### config.mk
export PLATFORM = sky130hd
export DESIGN_NAME = cpgwt_top
export DESIGN_NICKNAME = d
export VERILOG_FILES = /design/src/common/cpgwt_pkg.sv /design/src/rtl/cpgwt_top.sv /design/src/rtl/cpgwt_ext_filter.sv
export SDC_FILE = /design/constraint.sdc
export NUM_CORES = 1
export LEC_CHECK = 0
export BUFFER_PORTS_ARGS = -buffer_cell sky130_fd_sc_hd__buf_4
export CELL_PAD_IN_SITES_DETAIL_PLACEMENT = 1
export CELL_PAD_IN_SITES_GLOBAL_PLACEMENT = 2
export CORE_MARGIN = 2
export CORE_UTILIZATION = 36
export CTS_CLUSTER_SIZE = 30
export DETAILED_ROUTE_END_ITERATION = 8
export PLACE_DENSITY_LB_ADDON = 0.12
export SYNTH_ARGS = -nofsm -noshare
export SYNTH_HDL_FRONTEND = slang
export SYNTH_SLANG_ARGS = --single-unit
### constraint.sdc
create_clock -name clk_i -period 8.81 [get_ports clk_i]
set_clock_uncertainty 0.2 [all_clocks]
set_input_delay 1.3215 -clock clk_i [delete_from_list [all_inputs] [get_ports clk_i]]
set_output_delay 1.3215 -clock clk_i [all_outputs]
set_load 0.01 [all_outputs]
### src/common/cpgwt_pkg.sv
// Package for the cascaded pulse generator and warm-up timer.
// Holds register offsets, field positions, reset values and carrier types.
// Assumes a classic Wishbone slave with byte addresses, one word per register.
package cpgwt_pkg;

  // Register byte offsets, one aligned 32-bit word each
  localparam logic [7:0] CPGWT_OFF_PERIOD_LO = 8'h00;
  localparam logic [7:0] CPGWT_OFF_PERIOD_HI = 8'h04;
  localparam logic [7:0] CPGWT_OFF_WIDTH_LO = 8'h08;
  localparam logic [7:0] CPGWT_OFF_WIDTH_HI = 8'h0C;
  localparam logic [7:0] CPGWT_OFF_LOWER_CTL = 8'h10;
  localparam logic [7:0] CPGWT_OFF_UPPER_CTL = 8'h14;
  localparam logic [7:0] CPGWT_OFF_STATUS = 8'h18;
  localparam logic [7:0] CPGWT_OFF_MASK = 8'h1C;
  localparam logic [7:0] CPGWT_OFF_COUNT = 8'h20;
  localparam logic [7:0] CPGWT_OFF_PIN = 8'h24;
  localparam logic [7:0] CPGWT_OFF_SYSCLK = 8'h28;

  // Lower timer control fields
  localparam int CPGWT_LC_DIV_LSB = 0;
  localparam int CPGWT_LC_DIV_MSB = 2;
  localparam int CPGWT_LC_EXT_BIT = 3;

  // Upper timer control fields
  localparam int CPGWT_UC_MODE_BIT = 0;
  localparam int CPGWT_UC_INIT_BIT = 1;
  localparam int CPGWT_UC_START_BIT = 2;

  // System clock control fields
  localparam int CPGWT_SC_SLOW_BIT = 0;
  localparam int CPGWT_SC_FAST_BIT = 1;
  localparam int CPGWT_SC_SEL_BIT = 2;

  // Status and mask fields
  localparam int CPGWT_ST_PERIOD_BIT = 0;
  localparam int CPGWT_ST_WIDTH_BIT = 1;

  // Reset values and unit increment constants
  localparam logic [7:0] CPGWT_BYTE_RST = 8'h00;
  localparam logic [15:0] CPGWT_HALF_RST = 16'h0000;
  localparam logic [31:0] CPGWT_WORD_RST = 32'h0000_0000;
  localparam logic [15:0] CPGWT_COUNT_ONE = 16'h0001;
  localparam logic [7:0] CPGWT_PRESC_ONE = 8'h01;
  localparam logic [2:0] CPGWT_SYSCLK_RST = 3'h2;
  localparam logic [1:0] CPGWT_EVT_RST = 2'h0;

  // Least high or low time of the external count input, in cycles
  localparam int CPGWT_EXT_HOLD_CYC = 2;

  // Run state of the cascaded counter
  typedef enum logic [1:0]
  {
    CPGWT_ST_STOP = 2'b00,
    CPGWT_ST_RUN = 2'b01
  } cpgwt_state_type;

  // Operating mode
  typedef enum logic
  {
    CPGWT_MODE_PULSE = 1'b0,
    CPGWT_MODE_WARMUP = 1'b1
  } cpgwt_mode_type;

  // One Wishbone request as captured from the bus
  typedef struct packed
  {
    logic [7:0] adr;
    logic we;
    logic [3:0] sel;
    logic [31:0] dat;
  } cpgwt_wb_req_type;

  // Upper timer control contents
  typedef struct packed
  {
    logic init;
    cpgwt_mode_type mode;
  } cpgwt_upper_ctl_type;

endpackage : cpgwt_pkg

### src/rtl/cpgwt_top.sv
// Cascaded 16-bit pulse generator and warm-up timer, Wishbone slave.
// Assumes classic Wishbone, 32-bit data, byte addresses; synchronous pins.
// Functional notes
// - Two bytes form one 16-bit up-counter, internal/external clock.
// - Width match inverts flop unless period also matches; counting continues.
// - Period match inverts flop in pulse mode unless width also matches; clears counter, interrupts.
// - Flop loads software initial level; reset clears it.
// - Pulse pin shows inverse of flop.
// - Compare values act immediately; keep unchanged while running.
// - Stop holds pin; initial value changed after stop.
// - Warm-up compares only period upper byte.
// - Slow warm-up: start bit, match clears, interrupts.
// - Slow warm-up 0100H..FF00H gives 7.81ms..1.99s.
// - Fast warm-up 0100H..FF00H gives 16us..4.08ms.
`timescale 1ns/10ps
module cpgwt_top
(
  input wire logic clk_i,
  input wire logic rst_i,
  input wire logic cyc_i,
  input wire logic stb_i,
  input wire logic we_i,
  input wire logic [7:0] adr_i,
  input wire logic [3:0] sel_i,
  input wire logic [31:0] dat_i,
  output logic [31:0] dat_o,
  output logic ack_o,
  input wire logic external_count_pin_i,
  output logic pulse_output_pin_o,
  output logic upper_timer_irq_o,
  output logic irq_o,
  output logic slow_osc_enable_o,
  output logic fast_osc_enable_o,
  output logic system_clock_select_o
);
  import cpgwt_pkg::*;

  // Prescaler mask for a divide by two to the power sel
  function automatic logic [7:0] div_mask(input logic [2:0] sel);
    div_mask = (CPGWT_PRESC_ONE << sel) - CPGWT_PRESC_ONE;
  endfunction : div_mask

  // Byte write helper honouring lane 0 strobe
  function automatic logic [7:0] byte_wr(input logic hit,
                                         input logic [7:0] old,
                                         input logic [7:0] val);
    byte_wr = hit ? val : old;
  endfunction : byte_wr

  // Software-visible state
  logic [7:0] period_reg_low_r; // Period, low byte
  logic [7:0] period_reg_high_r; // Period, high byte
  logic [7:0] width_reg_low_r; // Pulse width, low byte
  logic [7:0] width_reg_high_r; // Pulse width, high byte
  logic [3:0] lower_timer_control_r; // Clock source select
  cpgwt_upper_ctl_type upper_ctl_r; // Mode and flop initial value
  logic [1:0] status_r; // Sticky events, write one to clear
  logic [1:0] mask_r; // Interrupt enables
  logic [2:0] system_clock_control_r; // Oscillator and clock select bits

  // Counter state
  cpgwt_state_type state_r; // Stopped or running
  cpgwt_state_type state_nxt;
  logic [15:0] count_r; // Cascaded up-counter
  logic [15:0] count_nxt;
  logic [7:0] presc_r; // Free running prescaler
  logic output_flip_flop_r; // Pulse flop
  logic output_flip_flop_nxt;
  logic [1:0] status_nxt;
  logic ext_fall; // Accepted falling edge on the count pin

  // Bus request capture and decode
  cpgwt_wb_req_type req;
  assign req = '{adr: adr_i, we: we_i, sel: sel_i, dat: dat_i};
  wire bus_go = cyc_i & stb_i & ~ack_o;
  wire wr_go = bus_go & req.we & req.sel[0];
  wire [7:0] wb_byte = req.dat[7:0];
  wire wr_period_lo = wr_go & (req.adr == CPGWT_OFF_PERIOD_LO);
  wire wr_period_hi = wr_go & (req.adr == CPGWT_OFF_PERIOD_HI);
  wire wr_width_lo = wr_go & (req.adr == CPGWT_OFF_WIDTH_LO);
  wire wr_width_hi = wr_go & (req.adr == CPGWT_OFF_WIDTH_HI);
  wire wr_lower = wr_go & (req.adr == CPGWT_OFF_LOWER_CTL);
  wire wr_upper = wr_go & (req.adr == CPGWT_OFF_UPPER_CTL);
  wire wr_status = wr_go & (req.adr == CPGWT_OFF_STATUS);
  wire wr_mask = wr_go & (req.adr == CPGWT_OFF_MASK);
  wire wr_sysclk = wr_go & (req.adr == CPGWT_OFF_SYSCLK);

  // Compare values are the live registers with no shadow stage, so a
  // rewrite while running takes hold at once and can skip a match
  wire [15:0] period_val = {period_reg_high_r, period_reg_low_r};
  wire [15:0] width_val = {width_reg_high_r, width_reg_low_r};

  // Clock source and count tick
  wire running = (state_r == CPGWT_ST_RUN);
  wire ext_sel = lower_timer_control_r[CPGWT_LC_EXT_BIT];
  wire [7:0] pmask =
    div_mask(lower_timer_control_r[CPGWT_LC_DIV_MSB:CPGWT_LC_DIV_LSB]);
  wire presc_tick = ((presc_r & pmask) == pmask);
  wire tick = running & (ext_sel ? ext_fall : presc_tick);
  wire [15:0] count_inc = count_r + CPGWT_COUNT_ONE;

  // Match detection; warm-up looks at the upper byte only, so with the
  // low byte ignored the delay is period_high times 256 source ticks
  wire warm = (upper_ctl_r.mode == CPGWT_MODE_WARMUP);
  wire period_hit = warm ? (count_inc[15:8] == period_val[15:8])
                         : (count_inc == period_val);
  wire width_hit = ~warm & (count_inc == width_val);
  wire period_evt = tick & period_hit;
  wire width_evt = tick & width_hit;

  // Start edge clears the counter so each run starts from zero
  wire start_edge = (state_nxt == CPGWT_ST_RUN) & ~running;

  // Run state follows the start bit; a start is honoured in any mode,
  // oscillator readiness is left to software
  always_comb
  begin
    state_nxt = state_r;
    if (wr_upper)
    begin
      case (wb_byte[CPGWT_UC_START_BIT])
        1'b1: state_nxt = CPGWT_ST_RUN;
        default: state_nxt = CPGWT_ST_STOP;
      endcase
    end
  end

  // Counter: clear on start or period match, else count on tick
  assign count_nxt = (start_edge | period_evt) ? CPGWT_HALF_RST
                   : (tick ? count_inc : count_r);

  // Flop: loaded only by a control write made while already stopped,
  // so the stopping write itself leaves the pin where it stood
  wire flop_load = wr_upper & ~running;
  wire flop_flip = ~warm & running & (period_evt ^ width_evt);
  assign output_flip_flop_nxt =
    flop_load ? wb_byte[CPGWT_UC_INIT_BIT]
              : (output_flip_flop_r ^ flop_flip);

  // Sticky events; a new event beats a clear in the same cycle
  wire [1:0] evt_vec = {width_evt, period_evt};
  wire [1:0] clr_vec = wr_status ? wb_byte[1:0] : CPGWT_EVT_RST;
  assign status_nxt = (status_r & ~clr_vec) | evt_vec;
  wire [1:0] mask_nxt = wr_mask ? wb_byte[1:0] : mask_r;

  // Read data selection
  logic [31:0] rd_data;
  always_comb
  begin
    rd_data = CPGWT_WORD_RST;
    case (req.adr)
      CPGWT_OFF_PERIOD_LO: rd_data[7:0] = period_reg_low_r;
      CPGWT_OFF_PERIOD_HI: rd_data[7:0] = period_reg_high_r;
      CPGWT_OFF_WIDTH_LO: rd_data[7:0] = width_reg_low_r;
      CPGWT_OFF_WIDTH_HI: rd_data[7:0] = width_reg_high_r;
      CPGWT_OFF_LOWER_CTL: rd_data[3:0] = lower_timer_control_r;
      CPGWT_OFF_UPPER_CTL:
      begin
        rd_data[CPGWT_UC_MODE_BIT] = upper_ctl_r.mode;
        rd_data[CPGWT_UC_INIT_BIT] = upper_ctl_r.init;
        rd_data[CPGWT_UC_START_BIT] = running;
      end
      CPGWT_OFF_STATUS: rd_data[1:0] = status_r;
      CPGWT_OFF_MASK: rd_data[1:0] = mask_r;
      CPGWT_OFF_COUNT: rd_data[15:0] = count_r;
      CPGWT_OFF_PIN:
      begin
        rd_data[0] = output_flip_flop_r;
        rd_data[1] = pulse_output_pin_o;
      end
      CPGWT_OFF_SYSCLK: rd_data[2:0] = system_clock_control_r;
      default: rd_data = CPGWT_WORD_RST; // Unmapped reads as zero
    endcase
  end

  // External count pin filter
  cpgwt_ext_filter u_ext_filter
  (
    .clk_i(clk_i),
    .rst_i(rst_i),
    .pin_i(external_count_pin_i),
    .fall_o(ext_fall)
  );

  // Bus answer: one wait state, ack for one cycle, data registered
  always_ff @(posedge clk_i)
  begin
    if (rst_i)
    begin
      ack_o <= 1'b0;
      dat_o <= CPGWT_WORD_RST;
    end
    else
    begin
      ack_o <= bus_go;
      dat_o <= bus_go ? rd_data : CPGWT_WORD_RST;
    end
  end

  // Compare registers; byte order is left to software
  always_ff @(posedge clk_i)
  begin
    if (rst_i)
    begin
      period_reg_low_r <= CPGWT_BYTE_RST;
      period_reg_high_r <= CPGWT_BYTE_RST;
      width_reg_low_r <= CPGWT_BYTE_RST;
      width_reg_high_r <= CPGWT_BYTE_RST;
    end
    else
    begin
      period_reg_low_r <= byte_wr(wr_period_lo, period_reg_low_r, wb_byte);
      period_reg_high_r <= byte_wr(wr_period_hi, period_reg_high_r, wb_byte);
      width_reg_low_r <= byte_wr(wr_width_lo, width_reg_low_r, wb_byte);
      width_reg_high_r <= byte_wr(wr_width_hi, width_reg_high_r, wb_byte);
    end
  end

  // Control registers
  always_ff @(posedge clk_i)
  begin
    if (rst_i)
    begin
      lower_timer_control_r <= CPGWT_BYTE_RST[3:0];
      upper_ctl_r <= '{init: 1'b0, mode: CPGWT_MODE_PULSE};
      system_clock_control_r <= CPGWT_SYSCLK_RST;
    end
    else
    begin
      if (wr_lower)
      begin
        lower_timer_control_r <= wb_byte[3:0];
      end
      if (wr_upper)
      begin
        upper_ctl_r.init <= wb_byte[CPGWT_UC_INIT_BIT];
        upper_ctl_r.mode <= cpgwt_mode_type'(wb_byte[CPGWT_UC_MODE_BIT]);
      end
      if (wr_sysclk)
      begin
        system_clock_control_r <= wb_byte[2:0];
      end
    end
  end

  // Counter, prescaler and run state
  always_ff @(posedge clk_i)
  begin
    if (rst_i)
    begin
      state_r <= CPGWT_ST_STOP;
      count_r <= CPGWT_HALF_RST;
      presc_r <= CPGWT_BYTE_RST;
    end
    else
    begin
      state_r <= state_nxt;
      count_r <= count_nxt;
      presc_r <= presc_r + CPGWT_PRESC_ONE;
    end
  end

  // Flop, pin, events and interrupt outputs
  always_ff @(posedge clk_i)
  begin
    if (rst_i)
    begin
      output_flip_flop_r <= 1'b0;
      pulse_output_pin_o <= 1'b1;
      status_r <= CPGWT_EVT_RST;
      mask_r <= CPGWT_EVT_RST;
      upper_timer_irq_o <= 1'b0;
      irq_o <= 1'b0;
    end
    else
    begin
      output_flip_flop_r <= output_flip_flop_nxt;
      pulse_output_pin_o <= ~output_flip_flop_nxt;
      status_r <= status_nxt;
      mask_r <= mask_nxt;
      upper_timer_irq_o <= period_evt;
      irq_o <= |(status_nxt & mask_nxt);
    end
  end

  // Oscillator and system clock select outputs
  assign slow_osc_enable_o = system_clock_control_r[CPGWT_SC_SLOW_BIT];
  assign fast_osc_enable_o = system_clock_control_r[CPGWT_SC_FAST_BIT];
  assign system_clock_select_o = system_clock_control_r[CPGWT_SC_SEL_BIT];

endmodule : cpgwt_top

### src/rtl/cpgwt_ext_filter.sv
// External count input filter for the cascaded timer.
// Accepts a level only after it has stood for the least hold time and
// gives a one-cycle pulse on each accepted falling edge.
// Assumes the pin is already synchronous to clk_i.
`timescale 1ns/10ps
module cpgwt_ext_filter
(
  input wire logic clk_i,
  input wire logic rst_i,
  input wire logic pin_i,
  output logic fall_o
);
  import cpgwt_pkg::*;

  logic [CPGWT_EXT_HOLD_CYC-1:0] hist_r; // Recent pin samples
  logic level_r; // Accepted level
  logic level_nxt;
  wire all_low = ~(|hist_r);
  wire all_high = &hist_r;

  // Shorter glitches leave the accepted level alone
  assign level_nxt = all_low ? 1'b0 : (all_high ? 1'b1 : level_r);

  // Sample history, accepted level, edge pulse
  always_ff @(posedge clk_i)
  begin
    if (rst_i)
    begin
      hist_r <= '1;
      level_r <= 1'b1;
      fall_o <= 1'b0;
    end
    else
    begin
      hist_r <= {hist_r[CPGWT_EXT_HOLD_CYC-2:0], pin_i};
      level_r <= level_nxt;
      fall_o <= level_r & ~level_nxt;
    end
  end

endmodule : cpgwt_ext_filter

==> flow_summary_export.csv <==
group,metric,value,unit
sta,worst_pin_slew,1120,ps
yosys,postSynth.asyncResetShare,0,%
yosys,seq_area_frac_synth,37.7,%
clock_network,h-tree-depth,3,
power_and_ir_drop,combPwrFrac,3.6,%
worst_setup_path,cpPeakStageDelay,680,ps
yosys,syn_avg_cell_area,8.83,µm²
clock_network,post_cts_buffers,0,
route,vias,4224,
place,io_buffers,45,
floorplan,die_area,15000,µm²
sta,maxSlewViolCount,0,
global_routing,grt_start_max_net_pins,62,
floorplan,chipWidth,122,µm
yosys,synth_top_area_share,37.7,%
finish,drive_gt1_share,14.1,%
worst_setup_path,startpoint_type,"flip-flop",
clock_network,cts_resized,0,
clock_network,clockBufferDepth,2,
sta,fin_crit,4150,ps
sta,relSlewSlack,24.5,%
floorplan,row_count,43,
worst_hold_path,hp-class,"reg -> reg",
floorplan,start_util,36.6,%
route,wire_per_inst,19.8,µm
finish,num_antenna_cells,0,
power_and_ir_drop,switching_share,22.0,%
sta,timing.fmax,241,MHz
global_routing,grt_pass1_vias,4181,
global_routing,gr-total-overflow,0,
power_and_ir_drop,powerDensity,152,nW/µm²
worst_setup_path,critical_path_arrival,4170,ps
global_routing,grt_use_total,21.7,%
route,postRouteAntennaNets,0,
yosys,synthDistinctLibCells,65,
sta,fin_crit_sh,47.1,%
sta,rsz0062_at_grt,"no",
worst_setup_path,crit_fanout,16,
sta,hold_viol,0,
clock_network,cts_tree,"built",
worst_setup_path,crit_family,"simple AND/OR/NAND/NOR gates",
sta,finalSetupViolCount,0,
worst_setup_path,required,8830,ps
finish,num-nets-final,651,
worst_setup_path,crit_type,"reg -> reg",
yosys,synth_area_leader_cell,"dfxtp_1",
power_and_ir_drop,p_int,678,µW
yosys,netlist_top_cells_count,"dfxtp_1 (95), nor2_1 (94), mux2i_1 (44)",
worst_setup_path,slowest_stage,"a2111oi_0",
yosys,yosys_warnings,0,
power_and_ir_drop,p_leak,0.00204,µW
worst_setup_path,worstPathCellList,"ha_1 -> nand3_2 -> nor2_1 -> xnor2_1 -> o31ai_1 -> a2111oi_0 -> o211ai_1 -> nand2_1 -> nor2_1",
clock_network,numCtsBuffers,9,
worst_setup_path,path_buf_inv,0,
power_and_ir_drop,p_switching,192,µW
route,via_per_inst,5.39,
clock_network,clock_latency,360,ps
global_routing,grt_pass1_wl,24000,µm
yosys,yosys_register_bits,95,
yosys,synth-edff-count,0,
clock_network,cts.sinks,95,
yosys,synth_area,5040,µm²
worst_setup_path,cp_common_cell,"nor2_1",
floorplan,core-area,13800,µm²
yosys,yosysMostFrequentCell,"dfxtp_1",
job,maxCapViolCount,0,
status,outcome,"finished clean",
floorplan,die_h,122,µm
global_routing,grt_antenna_before_repair,0,
place,gp_congestion,0.844,
route,drt_iter0_drc,261,
place,place_hpwl,11400,µm
worst_setup_path,critPathCaptureType,"flip-flop",
sta,fin_tns_setup,0,ps
clock_network,cts-hold-fix-buffers,0,
clock_network,path_clk_slew,60,ps
power_and_ir_drop,seqPwrFrac,49.8,%
yosys,syn_inst,571,
power_and_ir_drop,ir_drop,103,µV
route,totalWireLength,15500,µm
finish,areaGrowthSynthToFinish,13.4,%
yosys,synth_area_leaders,"dfxtp_1 (38%), mux2i_1 (8.7%), nor2_1 (7.0%)",
sta,holdWs,267,ps
route,firstDrtPassIters,5,
yosys,yosys_most_used_dff,"dfxtp_1",
floorplan,io_pins,89,
clock_network,root_buffer,"clkbuf_16",
route,drc_errors,0,
power_and_ir_drop,p_clk_share,46.6,%
## registers in the layout (all words and copies together) (netlist names), 2 cells and up
name	count
u_ext_filter.hist_r	2
count_r	16
period_reg_low_r	8
lower_timer_control_r	4
width_reg_low_r	8
width_reg_high_r	8
mask_r	2
state_r	2
presc_r	7
status_r	2
dat_o	16
period_reg_high_r	8
system_clock_control_r	3
## layout by cell type, fill, tap and decap left out, types with 6 or more instances in the layout
cell type,netlist,final
clkbuf_16,0,9
a21oi_1,19,19
nand3_1,15,15
mux2i_1,44,44
inv_1,8,8
nor3_1,9,9
dfxtp_1,95,95
nand2b_1,7,7
a22oi_1,11,11
and3_1,12,12
o21ai_0,11,11
nor2_1,94,94
xnor2_1,33,33
nand2_1,33,33
conb_1,1,16
xor2_1,25,25
a22o_1,6,6
a222oi_1,6,6
buf_4,24,47
## area by class of cell
type,instances,area (µm²)
clock inverter,4,52.6
multi-input combinational,438,2900
sequential,95,1900
clock buffer,12,256
timing repair buffer,47,353
fill,1641,8050
tap,180,225
inverter,8,30.0
## power by group through the flow
stage / logic (µW) / clock network (µW) / registers (µW)
after floorplan: 21.5 / 0 / 442
after global placement: 30.7 / 0 / 443
after detailed placement: 31.5 / 0 / 443
after CTS: 31.5 / 419 / 433
after global routing: 34.3 / 438 / 433
final: 31.1 / 406 / 433
## stage by stage
stage | std cells | utilization (%) | total power [µW] | setup slack [ps] | area (µm²)
after floorplan | 586 | - | 464 | 5470 | 5100
after detailed placement | 768 | 39.3 | 474 | 4550 | 5410
after CTS | 784 | 41.5 | 883 | 4530 | 5720
after global placement | 768 | 39.3 | 474 | 4630 | 5410
after global routing | 784 | 41.5 | 906 | 4320 | 5720
final | 784 | 41.5 | 870 | 4660 | 5720
## kinds of logic after synthesis
kind of cell / after synthesis / share of synthesized area (%)
AND/OR/NAND/NOR: 225 / 23.7
AO/OA/AOI/OAI: 93 / 13.4
other: 1 / 0.0744
flip-flops: 95 / 37.7
multiplexers: 44 / 8.73
buffers and inverters: 53 / 5.88
adder cells (fa/ha/maj): 2 / 0.496
XOR/XNOR: 58 / 10.1
## metal layers
metal  up-vias  part of all wire, %  GRT usage [%]
li1       2046                    -              -
met1      2058                   48           29.5
met2       106                   46           33.8
met3        14                  5.3           5.76
met4         0                  1.2           6.61
met5         -                    0              0
## worst paths after layout
kind                          startpoint             endpoint  slack [ps]  depth (start not counted)
setup / recovery              count_r[0]           count_r[7]        4660                          9
hold / removal    u_ext_filter.hist_r[1]  u_ext_filter.fall_o         270                          1
setup reg to reg              count_r[0]           count_r[7]        4660                          9
hold reg to reg   u_ext_filter.hist_r[1]  u_ext_filter.fall_o         270                          1
Power figures use the tool's default switching activity.
